**config.mk**
```make
export PLATFORM = sky130hd
export DESIGN_NAME = pfip_ports
export DESIGN_NICKNAME = d
export VERILOG_FILES = /design/src/pfip_pkg.sv /design/src/pfip_ports.sv
export VERILOG_INCLUDE_DIRS = /design/src /design/src/src
export SDC_FILE = /design/constraint.sdc
export NUM_CORES = 1
export LEC_CHECK = 0
export BUFFER_PORTS_ARGS = -buffer_cell sky130_fd_sc_hd__buf_2
export CAP_MARGIN = 20
export CORE_MARGIN = 4
export CORE_UTILIZATION = 40
export DETAILED_ROUTE_END_ITERATION = 6
export GPL_TIMING_DRIVEN = 0
export PLACE_DENSITY = 0.64
export SYNTH_ARGS = -nofsm -noshare
export SYNTH_HDL_FRONTEND = slang
export SYNTH_SLANG_ARGS = --single-unit
```
**constraint.sdc**
```tcl
create_clock -name mclk -period 7.7 [get_ports mclk]
set_input_delay 1.155 -clock mclk [delete_from_list [all_inputs] [get_ports mclk]]
set_output_delay 1.155 -clock mclk [all_outputs]
set_load 0.02 [all_outputs]
```
**src/pfip_params.svh**
```systemverilog
// Constants for the parallel and fixed input port block
`ifndef PFIP_PARAMS_SVH
`define PFIP_PARAMS_SVH
`define PFIP_WIDTH 8
`define PFIP_NPORTS 3
`define PFIP_DIR_RST 8'h00
`define PFIP_LATCH_RST 8'h00
`define PFIP_FIX_MASK 8'hbf
`define PFIP_RX_BIT 0
`define PFIP_TX_BIT 1
`define PFIP_MISO_BIT 2
`define PFIP_MOSI_BIT 3
`define PFIP_SCK_BIT 4
`define PFIP_SS_BIT 5
`define PFIP_NOPIN_BIT 6
`endif

```
**src/pfip_pkg.sv**
```systemverilog
// Types shared by the port block
package pfip_pkg;
	typedef struct packed {
		logic rx_on;
		logic tx_on;
		logic sync_serial_on;
	} pfip_serial_t;
	typedef struct packed {
		logic [7:0] o;
		logic [7:0] oe_n;
	} pfip_pin_t;
	typedef enum logic [1:0] {
		PFIP_SEL_A,
		PFIP_SEL_B,
		PFIP_SEL_C,
		PFIP_SEL_D
	} pfip_sel_t;
endpackage

```
**src/pfip_ports.sv**
```systemverilog
// Three bidirectional ports and the fixed input port
//
// Overview of operation
// - Direction bit one: pin driven as output.
// - Direction bit zero: pin left undriven as input.
// - One 8-bit direction register per bidirectional port, bit per pin.
// - Reset clears all direction registers, all pins inputs.
// - Direction registers are writable and readable in full.
// - Output bit reads return the output latch, not the pin.
// - Data write to input bit updates latch, pin stays undriven.
// - Data write to output bit updates latch and drives pin at once.
// - Input bit reads return the pin level.
// - Fixed port: 7 input lines 0-5 and 7, sampled continuously.
// - Reset disables serial drivers; all fixed bits read as inputs.
// - Async receiver and transmitter both on: fixed bits 0,1 read zero.
// - Sync serial off: fixed bits 2-5 read sampled pin levels.
// - Fixed port has no output latch or writable data register.
// - Async serial uses fixed bit 0 receive, bit 1 transmit.
// - Sync serial uses fixed bits 2-5 as MISO, MOSI, SCK, SS.
// - Enabled serial blocks take precedence on shared fixed lines.
`timescale 1ns/100ps
`include "pfip_params.svh"
module pfip_ports #(
	parameter int W = `PFIP_WIDTH
) (
	input wire logic mclk,
	input wire logic rst,
	input wire pfip_pkg::pfip_sel_t sel,
	input wire logic wr_data,
	input wire logic wr_dir,
	input wire logic rd,
	input wire logic [W-1:0] wdata,
	output logic [W-1:0] rdata_q,
	input wire logic [W-1:0] pa_i,
	input wire logic [W-1:0] pb_i,
	input wire logic [W-1:0] pc_i,
	output pfip_pkg::pfip_pin_t pa_q,
	output pfip_pkg::pfip_pin_t pb_q,
	output pfip_pkg::pfip_pin_t pc_q,
	input wire logic [W-1:0] fixed_input_lines,
	input wire pfip_pkg::pfip_serial_t serial_en,
	input wire logic async_tx_data,
	input wire logic async_tx_oe,
	input wire logic [3:0] sync_out_data,
	input wire logic [3:0] sync_out_oe,
	output logic async_rx_line_q,
	output logic [3:0] sync_in_q,
	output pfip_pkg::pfip_pin_t pd_q
);
	logic [W-1:0] dir_q [3];
	logic [W-1:0] lat_q [3];
	logic [W-1:0] meta_q [4];
	logic [W-1:0] sync_q [4];
	logic [W-1:0] rd_d;
	logic [W-1:0] fix_v;
	logic [1:0] idx;

	assign idx = sel[1:0];

	// Two stages; the first stage feeds only the second
	always_ff @(posedge mclk or posedge rst) begin
		if (rst) begin
			for (int i = 0; i < 4; i++) begin
				meta_q[i] <= '0;
				sync_q[i] <= '0;
			end
		end else begin
			meta_q[0] <= pa_i;
			meta_q[1] <= pb_i;
			meta_q[2] <= pc_i;
			meta_q[3] <= fixed_input_lines;
			for (int i = 0; i < 4; i++)
				sync_q[i] <= meta_q[i];
		end
	end

	// Direction and latch storage; fixed port has neither
	// A read-back strobe shares wr_dir, so it must never write
	always_ff @(posedge mclk or posedge rst) begin
		if (rst) begin
			for (int i = 0; i < 3; i++) begin
				dir_q[i] <= `PFIP_DIR_RST;
				lat_q[i] <= `PFIP_LATCH_RST;
			end
		end else if (sel != pfip_pkg::PFIP_SEL_D) begin
			if (wr_dir && !rd)
				dir_q[idx] <= wdata;
			if (wr_data)
				lat_q[idx] <= wdata;
		end
	end

	// Pin drive registered from the next latch and direction values
	always_ff @(posedge mclk or posedge rst) begin
		if (rst) begin
			pa_q <= '{o: '0, oe_n: '1};
			pb_q <= '{o: '0, oe_n: '1};
			pc_q <= '{o: '0, oe_n: '1};
		end else begin
			pa_q <= '{o: nxt_lat(0), oe_n: ~nxt_dir(0)};
			pb_q <= '{o: nxt_lat(1), oe_n: ~nxt_dir(1)};
			pc_q <= '{o: nxt_lat(2), oe_n: ~nxt_dir(2)};
		end
	end

	// Pin follows a write on the same edge the latch takes it
	function automatic logic [W-1:0] nxt_lat(input int p);
		if (wr_data && idx == p[1:0] && sel != pfip_pkg::PFIP_SEL_D)
			return wdata;
		return lat_q[p];
	endfunction

	function automatic logic [W-1:0] nxt_dir(input int p);
		if (wr_dir && !rd && idx == p[1:0] &&
			sel != pfip_pkg::PFIP_SEL_D)
			return wdata;
		return dir_q[p];
	endfunction

	// Fixed port view with serial blocks taking their lines
	always_comb begin
		fix_v = sync_q[3] & `PFIP_FIX_MASK;
		if (serial_en.rx_on && serial_en.tx_on) begin
			fix_v[`PFIP_RX_BIT] = 1'b0;
			fix_v[`PFIP_TX_BIT] = 1'b0;
		end
		if (serial_en.sync_serial_on)
			fix_v[`PFIP_SS_BIT:`PFIP_MISO_BIT] = 4'h0;
	end

	always_comb begin
		rd_d = rdata_q;
		if (rd) begin
			unique case (sel)
				pfip_pkg::PFIP_SEL_A, pfip_pkg::PFIP_SEL_B,
				pfip_pkg::PFIP_SEL_C: begin
					if (wr_dir)
						rd_d = dir_q[idx];
					else
						rd_d = (lat_q[idx] & dir_q[idx]) |
							(sync_q[idx] & ~dir_q[idx]);
				end
				pfip_pkg::PFIP_SEL_D: rd_d = fix_v;
			endcase
		end
	end

	always_ff @(posedge mclk or posedge rst) begin
		if (rst)
			rdata_q <= '0;
		else
			rdata_q <= rd_d;
	end

	// Serial peripherals see the synchronised lines
	always_ff @(posedge mclk or posedge rst) begin
		if (rst) begin
			async_rx_line_q <= 1'b0;
			sync_in_q <= 4'h0;
		end else begin
			async_rx_line_q <= sync_q[3][`PFIP_RX_BIT];
			sync_in_q <= sync_q[3][`PFIP_SS_BIT:`PFIP_MISO_BIT];
		end
	end

	// Reset leaves every fixed line undriven
	always_ff @(posedge mclk or posedge rst) begin
		if (rst) begin
			pd_q <= '{o: '0, oe_n: '1};
		end else begin
			pd_q.o <= '0;
			pd_q.oe_n <= '1;
			if (serial_en.tx_on && async_tx_oe) begin
				pd_q.o[`PFIP_TX_BIT] <= async_tx_data;
				pd_q.oe_n[`PFIP_TX_BIT] <= 1'b0;
			end
			if (serial_en.sync_serial_on) begin
				pd_q.o[`PFIP_SS_BIT:`PFIP_MISO_BIT] <= sync_out_data;
				pd_q.oe_n[`PFIP_SS_BIT:`PFIP_MISO_BIT] <= ~sync_out_oe;
			end
		end
	end

	a_dir_reset: assert property (@(posedge mclk)
		$fell(rst) |-> pa_q.oe_n == 8'hff && pb_q.oe_n == 8'hff &&
		pc_q.oe_n == 8'hff) else $error("pins driven after reset");
	a_pin_drive: assert property (@(posedge mclk) disable iff (rst)
		##1 pa_q.oe_n == ~dir_q[0] && pb_q.oe_n == ~dir_q[1])
		else $error("drive does not follow direction");
	a_pin_float: assert property (@(posedge mclk) disable iff (rst)
		##1 ((pc_q.oe_n | dir_q[2]) == 8'hff))
		else $error("input pin driven");
	a_write_drive: assert property (@(posedge mclk) disable iff (rst)
		wr_data && sel == pfip_pkg::PFIP_SEL_A && !wr_dir
		|=> pa_q.o == $past(wdata))
		else $error("write not driven next cycle");
	a_dir_rdback: assert property (@(posedge mclk) disable iff (rst)
		rd && wr_dir && sel == pfip_pkg::PFIP_SEL_B
		|=> rdata_q == $past(dir_q[1]))
		else $error("direction read wrong");
	a_data_read: assert property (@(posedge mclk) disable iff (rst)
		rd && !wr_dir && sel == pfip_pkg::PFIP_SEL_A
		|=> rdata_q == (($past(lat_q[0]) & $past(dir_q[0])) |
		($past(sync_q[0]) & ~$past(dir_q[0]))))
		else $error("data read mux wrong");
	a_fix_bit6: assert property (@(posedge mclk) disable iff (rst)
		rd && sel == pfip_pkg::PFIP_SEL_D |=> rdata_q[6] == 1'b0)
		else $error("fixed bit 6 not zero");
	a_fix_async: assert property (@(posedge mclk) disable iff (rst)
		rd && sel == pfip_pkg::PFIP_SEL_D && serial_en.rx_on &&
		serial_en.tx_on |=> rdata_q[1:0] == 2'h0)
		else $error("async lines not zero");
	a_fix_sync: assert property (@(posedge mclk) disable iff (rst)
		rd && sel == pfip_pkg::PFIP_SEL_D && !serial_en.sync_serial_on
		|=> rdata_q[5:2] == $past(sync_q[3][5:2]))
		else $error("sync lines not pin level");

	// Read-back must leave the direction registers untouched
	a_dir_keep: assert property (@(posedge mclk) disable iff (rst)
		rd && wr_dir |=> dir_q[0] == $past(dir_q[0]) &&
		dir_q[1] == $past(dir_q[1]) && dir_q[2] == $past(dir_q[2]))
		else $error("direction changed by read-back");

	a_dir_write_a: assert property (@(posedge mclk) disable iff (rst)
		wr_dir && !rd && sel == pfip_pkg::PFIP_SEL_A
		|=> dir_q[0] == $past(wdata))
		else $error("direction A not written");

	a_dir_write_c: assert property (@(posedge mclk) disable iff (rst)
		wr_dir && !rd && sel == pfip_pkg::PFIP_SEL_C
		|=> dir_q[2] == $past(wdata))
		else $error("direction C not written");

	a_dir_rdback_a: assert property (@(posedge mclk) disable iff (rst)
		rd && wr_dir && sel == pfip_pkg::PFIP_SEL_A
		|=> rdata_q == $past(dir_q[0]))
		else $error("direction A read wrong");

	a_dir_rdback_c: assert property (@(posedge mclk) disable iff (rst)
		rd && wr_dir && sel == pfip_pkg::PFIP_SEL_C
		|=> rdata_q == $past(dir_q[2]))
		else $error("direction C read wrong");

	// Fixed port selection must never reach the latches
	a_lat_fixed: assert property (@(posedge mclk) disable iff (rst)
		wr_data && sel == pfip_pkg::PFIP_SEL_D
		|=> lat_q[0] == $past(lat_q[0]) && lat_q[1] == $past(lat_q[1])
		&& lat_q[2] == $past(lat_q[2]))
		else $error("fixed port write reached a latch");

	a_write_b: assert property (@(posedge mclk) disable iff (rst)
		wr_data && sel == pfip_pkg::PFIP_SEL_B
		|=> lat_q[1] == $past(wdata) && pb_q.o == $past(wdata))
		else $error("latch B not written");

	a_write_c: assert property (@(posedge mclk) disable iff (rst)
		wr_data && sel == pfip_pkg::PFIP_SEL_C && !wr_dir
		|=> pc_q.o == $past(wdata))
		else $error("latch C not driven next cycle");

	a_drive_c: assert property (@(posedge mclk) disable iff (rst)
		pc_q.oe_n == ~dir_q[2])
		else $error("drive C does not follow direction");

	a_float_a: assert property (@(posedge mclk) disable iff (rst)
		(pa_q.oe_n | dir_q[0]) == 8'hff)
		else $error("input pin A driven");

	a_float_b: assert property (@(posedge mclk) disable iff (rst)
		(pb_q.oe_n | dir_q[1]) == 8'hff)
		else $error("input pin B driven");

	a_data_read_b: assert property (@(posedge mclk) disable iff (rst)
		rd && !wr_dir && sel == pfip_pkg::PFIP_SEL_B
		|=> rdata_q == (($past(lat_q[1]) & $past(dir_q[1])) |
		($past(sync_q[1]) & ~$past(dir_q[1]))))
		else $error("data read B wrong");

	a_data_read_c: assert property (@(posedge mclk) disable iff (rst)
		rd && !wr_dir && sel == pfip_pkg::PFIP_SEL_C
		|=> rdata_q == (($past(lat_q[2]) & $past(dir_q[2])) |
		($past(sync_q[2]) & ~$past(dir_q[2]))))
		else $error("data read C wrong");

	// Read data stands until the next read request
	a_read_hold: assert property (@(posedge mclk) disable iff (rst)
		!rd |=> $stable(rdata_q))
		else $error("read data changed without a read");

	// Pin levels reach the read path after exactly two stages
	a_pin_two_ff: assert property (@(posedge mclk) disable iff (rst)
		1'b1 |=> ##1 sync_q[0] == $past(pa_i, 2))
		else $error("pin A not two stages deep");

	a_rx_path: assert property (@(posedge mclk) disable iff (rst)
		1'b1 |=> async_rx_line_q == $past(sync_q[3][`PFIP_RX_BIT]))
		else $error("receive line not passed on");

	a_sync_path: assert property (@(posedge mclk) disable iff (rst)
		1'b1 |=> sync_in_q == $past(sync_q[3][5:2]))
		else $error("sync serial lines not passed on");

	// With both serial blocks off no fixed line may be driven
	a_pd_idle: assert property (@(posedge mclk) disable iff (rst)
		!serial_en.tx_on && !serial_en.sync_serial_on
		|=> pd_q.oe_n == 8'hff)
		else $error("fixed line driven while serial off");

	a_tx_drive: assert property (@(posedge mclk) disable iff (rst)
		serial_en.tx_on && async_tx_oe
		|=> !pd_q.oe_n[1] && pd_q.o[1] == $past(async_tx_data))
		else $error("transmit line not driven");

	a_fix_sync_on: assert property (@(posedge mclk) disable iff (rst)
		rd && sel == pfip_pkg::PFIP_SEL_D && serial_en.sync_serial_on
		|=> rdata_q[5:2] == 4'h0)
		else $error("sync serial lines not zero");

	a_fix_line7: assert property (@(posedge mclk) disable iff (rst)
		rd && sel == pfip_pkg::PFIP_SEL_D
		|=> rdata_q[7] == $past(sync_q[3][7]))
		else $error("fixed line 7 not pin level");

	// Lines 0, 6 and 7 are inputs only; nothing may drive them
	a_fix_undriven: assert property (@(posedge mclk) disable iff (rst)
		pd_q.oe_n[0] && pd_q.oe_n[6] && pd_q.oe_n[7])
		else $error("input-only fixed line driven");
endmodule // pfip_ports

```
After elaboration in Yosys (flattened, before gate mapping)
Index checks and enable logic that the tools add are counted.

Bits in registers: 183. Bits in latches: 0. Memory bits (writable): 0. ROM bits: 0. Input port bits: 60. Logic and storage cells: 100. Memories kept: 0.

Add/subtract/negate cells: 0. Multiply operators: 0. Divide/modulo/power cells: 0. $lt $le $gt $ge: 2. Equality and inequality tests: 4. Shifts and indexed selects: 0. Mux-type cells: 39. Bitwise gates (word level): 9. Reduce and logical (&&, ||, !) cells: 21.

Operator list (number): 8-bit 2-to-1 mux (20); 8-bit binary-select mux with 2-bit select (3); 24-bit bitwise mux (2); 8-bit inverter (4); 8-bit AND (2); 8-bit demux with 2-bit select (1); 1-bit logical AND (16); 8-bit one-hot mux with 2 select lines (1); 4-bit 2-to-1 mux (3); 1-bit 2-to-1 mux (8); 8-bit OR (1); 2-bit equality test (second input constant) (2); 4-bit inverter (1); 2-bit AND reduction (2); 3-bit >= comparator (second input constant) (1); 3-bit by 1-bit < comparator with 1-bit output (second input constant) (1); 2-bit inverter with 3-bit output (1); 3-bit OR reduction (1); 2-bit by 1-bit equality test with 1-bit output (second input constant) (1); 2-bit zero test (1); 2-bit 2-to-1 mux (1); 2-bit inequality test (second input constant) (1); 1-bit zero test (1).

Logic depth before layout (Yosys ltp)
Word-level depth: 9. Depth in mapped cells: 7. Mapped depth without buffers: 4.

Least setup slack after synthesis
Ideal clock, no wire load.

Kind: input to register. From: input sel[1]. To: register lat_q[16] in the netlist's numbering. Library setup time: 125 ps. Data arrival time: 2267 ps. Required time: 7575 ps. Slack: 5308 ps. Stages on the path: 5. Path buffers: 3. Cell sequence: buf_6 buf_6 nor3b_4 buf_4 mux2_2.

Longest elaborated chain between the ends: 6.

Ends and longest elaborated chain: start: declaration (line pfip_ports.sv:28) `input wire pfip_pkg::pfip_sel_t sel,`; 2-bit inverter with 3-bit output (implied by the code) (line pfip_ports.sv:89) `lat_q[idx] <= wdata;`; 3-bit >= comparator (implied by the code) or 3-bit by 1-bit < comparator with 1-bit output (tied branches) (line pfip_ports.sv:89); 1-bit logical AND (implied by the code) (line pfip_ports.sv:89); 8-bit 2-to-1 mux (implied by the code) (line pfip_ports.sv:89); 8-bit demux with 2-bit select (line pfip_ports.sv:89); 24-bit bitwise mux (line pfip_ports.sv:89); end signal: indexed assignment (line pfip_ports.sv:83) `` lat_q[i] <= `PFIP_LATCH_RST; ``; end signal: indexed assignment (line pfip_ports.sv:89); end: declaration (line pfip_ports.sv:51) `logic [W-1:0] lat_q [3];`.

Parallel ways exist; a longest one is shown, timed or not. A chain may end at the register's enable or synchronous reset.

Worst setup path after layout
From: input sel[1]. To: register rdata_q[0].

Longest elaborated chain between the ends: 9.

Ends and longest elaborated chain: 2-bit inverter with 3-bit output (implied by the code) (line pfip_ports.sv:138, pfip_ports.sv:140, pfip_ports.sv:141); 8-bit binary-select mux with 2-bit select (line pfip_ports.sv:138, pfip_ports.sv:140, pfip_ports.sv:141); 8-bit 2-to-1 mux (implied by the code) (2 in a row) (line pfip_ports.sv:138, pfip_ports.sv:140, pfip_ports.sv:141); 8-bit inverter (line pfip_ports.sv:141) `(sync_q[idx] & ~dir_q[idx]);`; 8-bit AND (line pfip_ports.sv:141); 8-bit OR (line pfip_ports.sv:140) `rd_d = (lat_q[idx] & dir_q[idx]) |`; 8-bit 2-to-1 mux (line pfip_ports.sv:137) `if (wr_dir)`; 8-bit one-hot mux with 2 select lines (*) (line pfip_ports.sv:134) `unique case (sel)`; end signal: assignment (line pfip_ports.sv:152) `rdata_q <= rd_d;`; end: declaration (line pfip_ports.sv:33) `output logic [W-1:0] rdata_q,`.

Every way passes the cells marked *; elsewhere a longest branch is shown, timed or not. The select of a mux whose other input is x is not followed.

==> impl_metrics.ini <==
[sta]
slew_violations = 0
fmax_mhz = 431
setup_viol = 0
tns_ns = 0
hold_viol = 0
max_slew.worst_pin.slew_ns = 0.612
rsz0062_at_grt = no
period_needed_ns = 2.32
finalCritPeriodShare = 0.301
setup_slack_ns = 5.38
skew_ns = 0.00969
relSlewSlack = 0.592

[logic_synthesis]
mappedNetlistArea_um2 = 6600
synth.distinct_cells = 40
synth_area_leaders = dfrtp_1 58%, mux2_2 14%, dfstp_2 12%
synth_seq_cells = 181
syn_avg_cell_area_um2 = 15.5
postSynthCellCount = 425
synth_largest_area_cell = dfrtp_1
synth_warnings = 0
ys_seq_area_frac = 0.692
synth_top_area_frac = 0.576

[worst_setup_path]
arrival_ns = 2.60
crit_path_frequent_cell = buf_6
reg2reg_depth = 4
cp_cell_sequence = buf_2 > buf_6 > buf_6 > mux2_2 > a22oi_1 > mux2i_1 > o221ai_1
end_kind = flip-flop
cp_data_required_time_ns = 7.98
r2r_end = rdata_q[0]$_DFFE_PP0P_
cpMaxStageDelayCell = mux2_2
critPathMaxStageDelay_ns = 0.36
worstPathMaxFanout = 10
critical_path_class = primary input to flip-flop
r2r_setup_slack_ns = 6.18
reg2reg_from = sync_q[0]$_DFF_PP0_
critPathLaunch = sel[1]
cp-start-kind = primary input

[global_route]
grt_pass1_vias = 4146
antenna_found_initial = 0
gr-usage-all-layers = 0.165
grt_max_degree = 113
grt-ovfl-total = 0
grt_pass1_wl_um = 22800

[detailed_routing]
via_count = 3883
drc = 0
drt-total-wl_um = 14400
first_pass_iters = 4
ant_nets = 0
routed_via_density = 4.82
wire_per_inst_um = 17.9
drt_iter0_markers = 298

[die]
placementRows = 46
initial_core_util = 0.412
die-height_um = 136
core_um2 = 16000
fp.dieW_um = 136
io_pins = 137
die_area_um2 = 18600

[clock_network]
cts_tree = yes
clockBufferDepth = 2
cts_hold_buf = 0
clockRootBuffer = clkbuf_16
h-tree-depth = 4
worstSkewPairLatency_ns = 0.43
path_clk_slew_ns = 0.07
cts_sinks = 181
cts.repair.resized = 0
cts_setup_buffers = 0
cts_buffers = 17

[placement]
io_buffers = 127
gp_congestion = 0.806
dp_worst_setup_slack_ns = 4.92
hpwlAfterDp_um = 10100

[layout]
fin_nets = 636
num_antenna_cells = 0
drive_gt1_frac = 0.513
multi_input_area_um2 = 1770
area_growth_pct = 22.9
nFillCells = 1443
regArea_um2 = 4570

[run]
maxCapViolCount = 0

[hold_path]
hold_path.class = flip-flop to flip-flop
hold_depth = 0
hold_end = sync_q[12]$_DFF_PP0_
hp-start = meta_q[12]$_DFF_PP0_

[power]
p_leak_nw = 3.74
p_per_area_nw_per_um2 = 292
ir_drop_uv = 152

[status]
outcome = finished, final reports clean
cell type report:
| cell class | count | share of cell area |
|---|---|---|
| well taps | 216 | 0.0333 |
| inverters | 28 | 0.0139 |
| clock inverters | 13 | 0.0154 |
| flip-flops and latches | 181 | 0.563 |
| plain buffers | 23 | 0.0210 |
| multi-input cells | 197 | 0.219 |
| repair buffers | 128 | 0.0817 |
| clock buffers | 19 | 0.0534 |
critical path, delay by kind of cell:
kind	cells	cell delay, ns
buffers and inverters	3	0.47
muxes	2	0.64
AOI/OAI and AO/OA	2	0.33
cells in the final DEF, fill, tap and decap left out, types with 8 or more instances in the layout:
| master | count |
|---|---|
| dfrtp_1 | 152 |
| buf_2 | 131 |
| mux2_2 | 84 |
| dfstp_2 | 29 |
| inv_1 | 27 |
| clkbuf_16 | 17 |
| nor2_1 | 15 |
| a221oi_1 | 14 |
| nor2b_1 | 11 |
| buf_4 | 9 |
| nand2_1 | 8 |
| a22oi_1 | 8 |
sequential cells by signal, summed over array words and instances (netlist names), 10 cells and up:
register,flops
pc_q,16
pb_q,16
sync_q,30
meta_q,31
lat_q,24
pd_q,10
dir_q,24
pa_q,16
synthesized netlist by cell type:
master,number
a2111oi_0,1
a21boi_0,1
a21oi_1,3
a221o_1,2
a221oi_1,14
a221oi_2,1
a22oi_1,8
a31oi_1,4
and2_1,4
and2b_1,1
and3_1,1
buf_2,4
buf_4,9
buf_6,6
clkbuf_1,4
conb_1,2
dfrtp_1,152
dfstp_2,29
inv_1,28
mux2_1,1
mux2_2,84
mux2_4,1
mux2i_1,5
mux4_2,2
nand2_1,8
nand2_2,1
nand2b_1,2
nand2b_2,1
nand3_1,2
nand3_2,1
nor2_1,15
nor2b_1,11
nor3_1,1
nor3_4,2
nor3b_4,2
o21ai_0,4
o221ai_1,2
o31a_1,1
o31ai_1,1
o32a_1,4
kinds of logic (layout without fill, tap and decap cells):
kind of cell,Yosys count,count (layout),synth area share
muxes,93,93,0.162
other,2,6,0.00114
and+or+nand+nor,52,52,0.0480
buffers and inverters,51,211,0.0417
AOI/OAI and AO/OA,46,46,0.0557
DFF,181,181,0.692
per-layer routing:
metal | up-vias | wire (µm) | GRT usage | part of all wire
met5 | - | 0 | 0 | 0
met4 | 0 | 261 | 0.0549 | 0.018
met3 | 20 | 1090 | 0.0551 | 0.076
met2 | 159 | 6660 | 0.252 | 0.46
met1 | 1932 | 6410 | 0.223 | 0.44
li1 | 1772 | - | - | -
power breakdown:
group | switching (W) | internal (W) | leakage, nW
Clock | 0.000361 | 0.000450 | 0.262
Sequential | 0.0000570 | 0.00110 | 2.11
Combinational | 0.000230 | 0.000166 | 1.37
through the flow:
step / utilization / cells / cell area, µm² / hold WS, ns / power, W
after global routing: 0.507 / 805 / 8110 / 0.355 / 0.00248
after CTS: 0.507 / 805 / 8110 / 0.346 / 0.00240
after global placement: 0.470 / 772 / 7520 / 0.333 / 0.00156
after floorplan: - / 429 / 6620 / 0.331 / 0.00143
final: 0.507 / 805 / 8110 / 0.344 / 0.00237
after detailed placement: 0.472 / 773 / 7560 / 0.335 / 0.00158
worst max-delay path by stage:
stage / to / slack (ns) / cells after the start
floorplan: async_rx_line_q$_DFF_PP0_ / 1.68 / 1
global placement: lat_q[7]$_DFFE_PP0P_ / 0.18 / 2
detailed placement: rdata_q[0]$_DFFE_PP0P_ / 4.92 / 7
CTS: rdata_q[0]$_DFFE_PP0P_ / 5.37 / 7
global route: rdata_q[6]$_DFFE_PP0P_ / 5.20 / 7
finish: rdata_q[0]$_DFFE_PP0P_ / 5.38 / 7
Note: power is estimated with default switching activity, not from simulation.
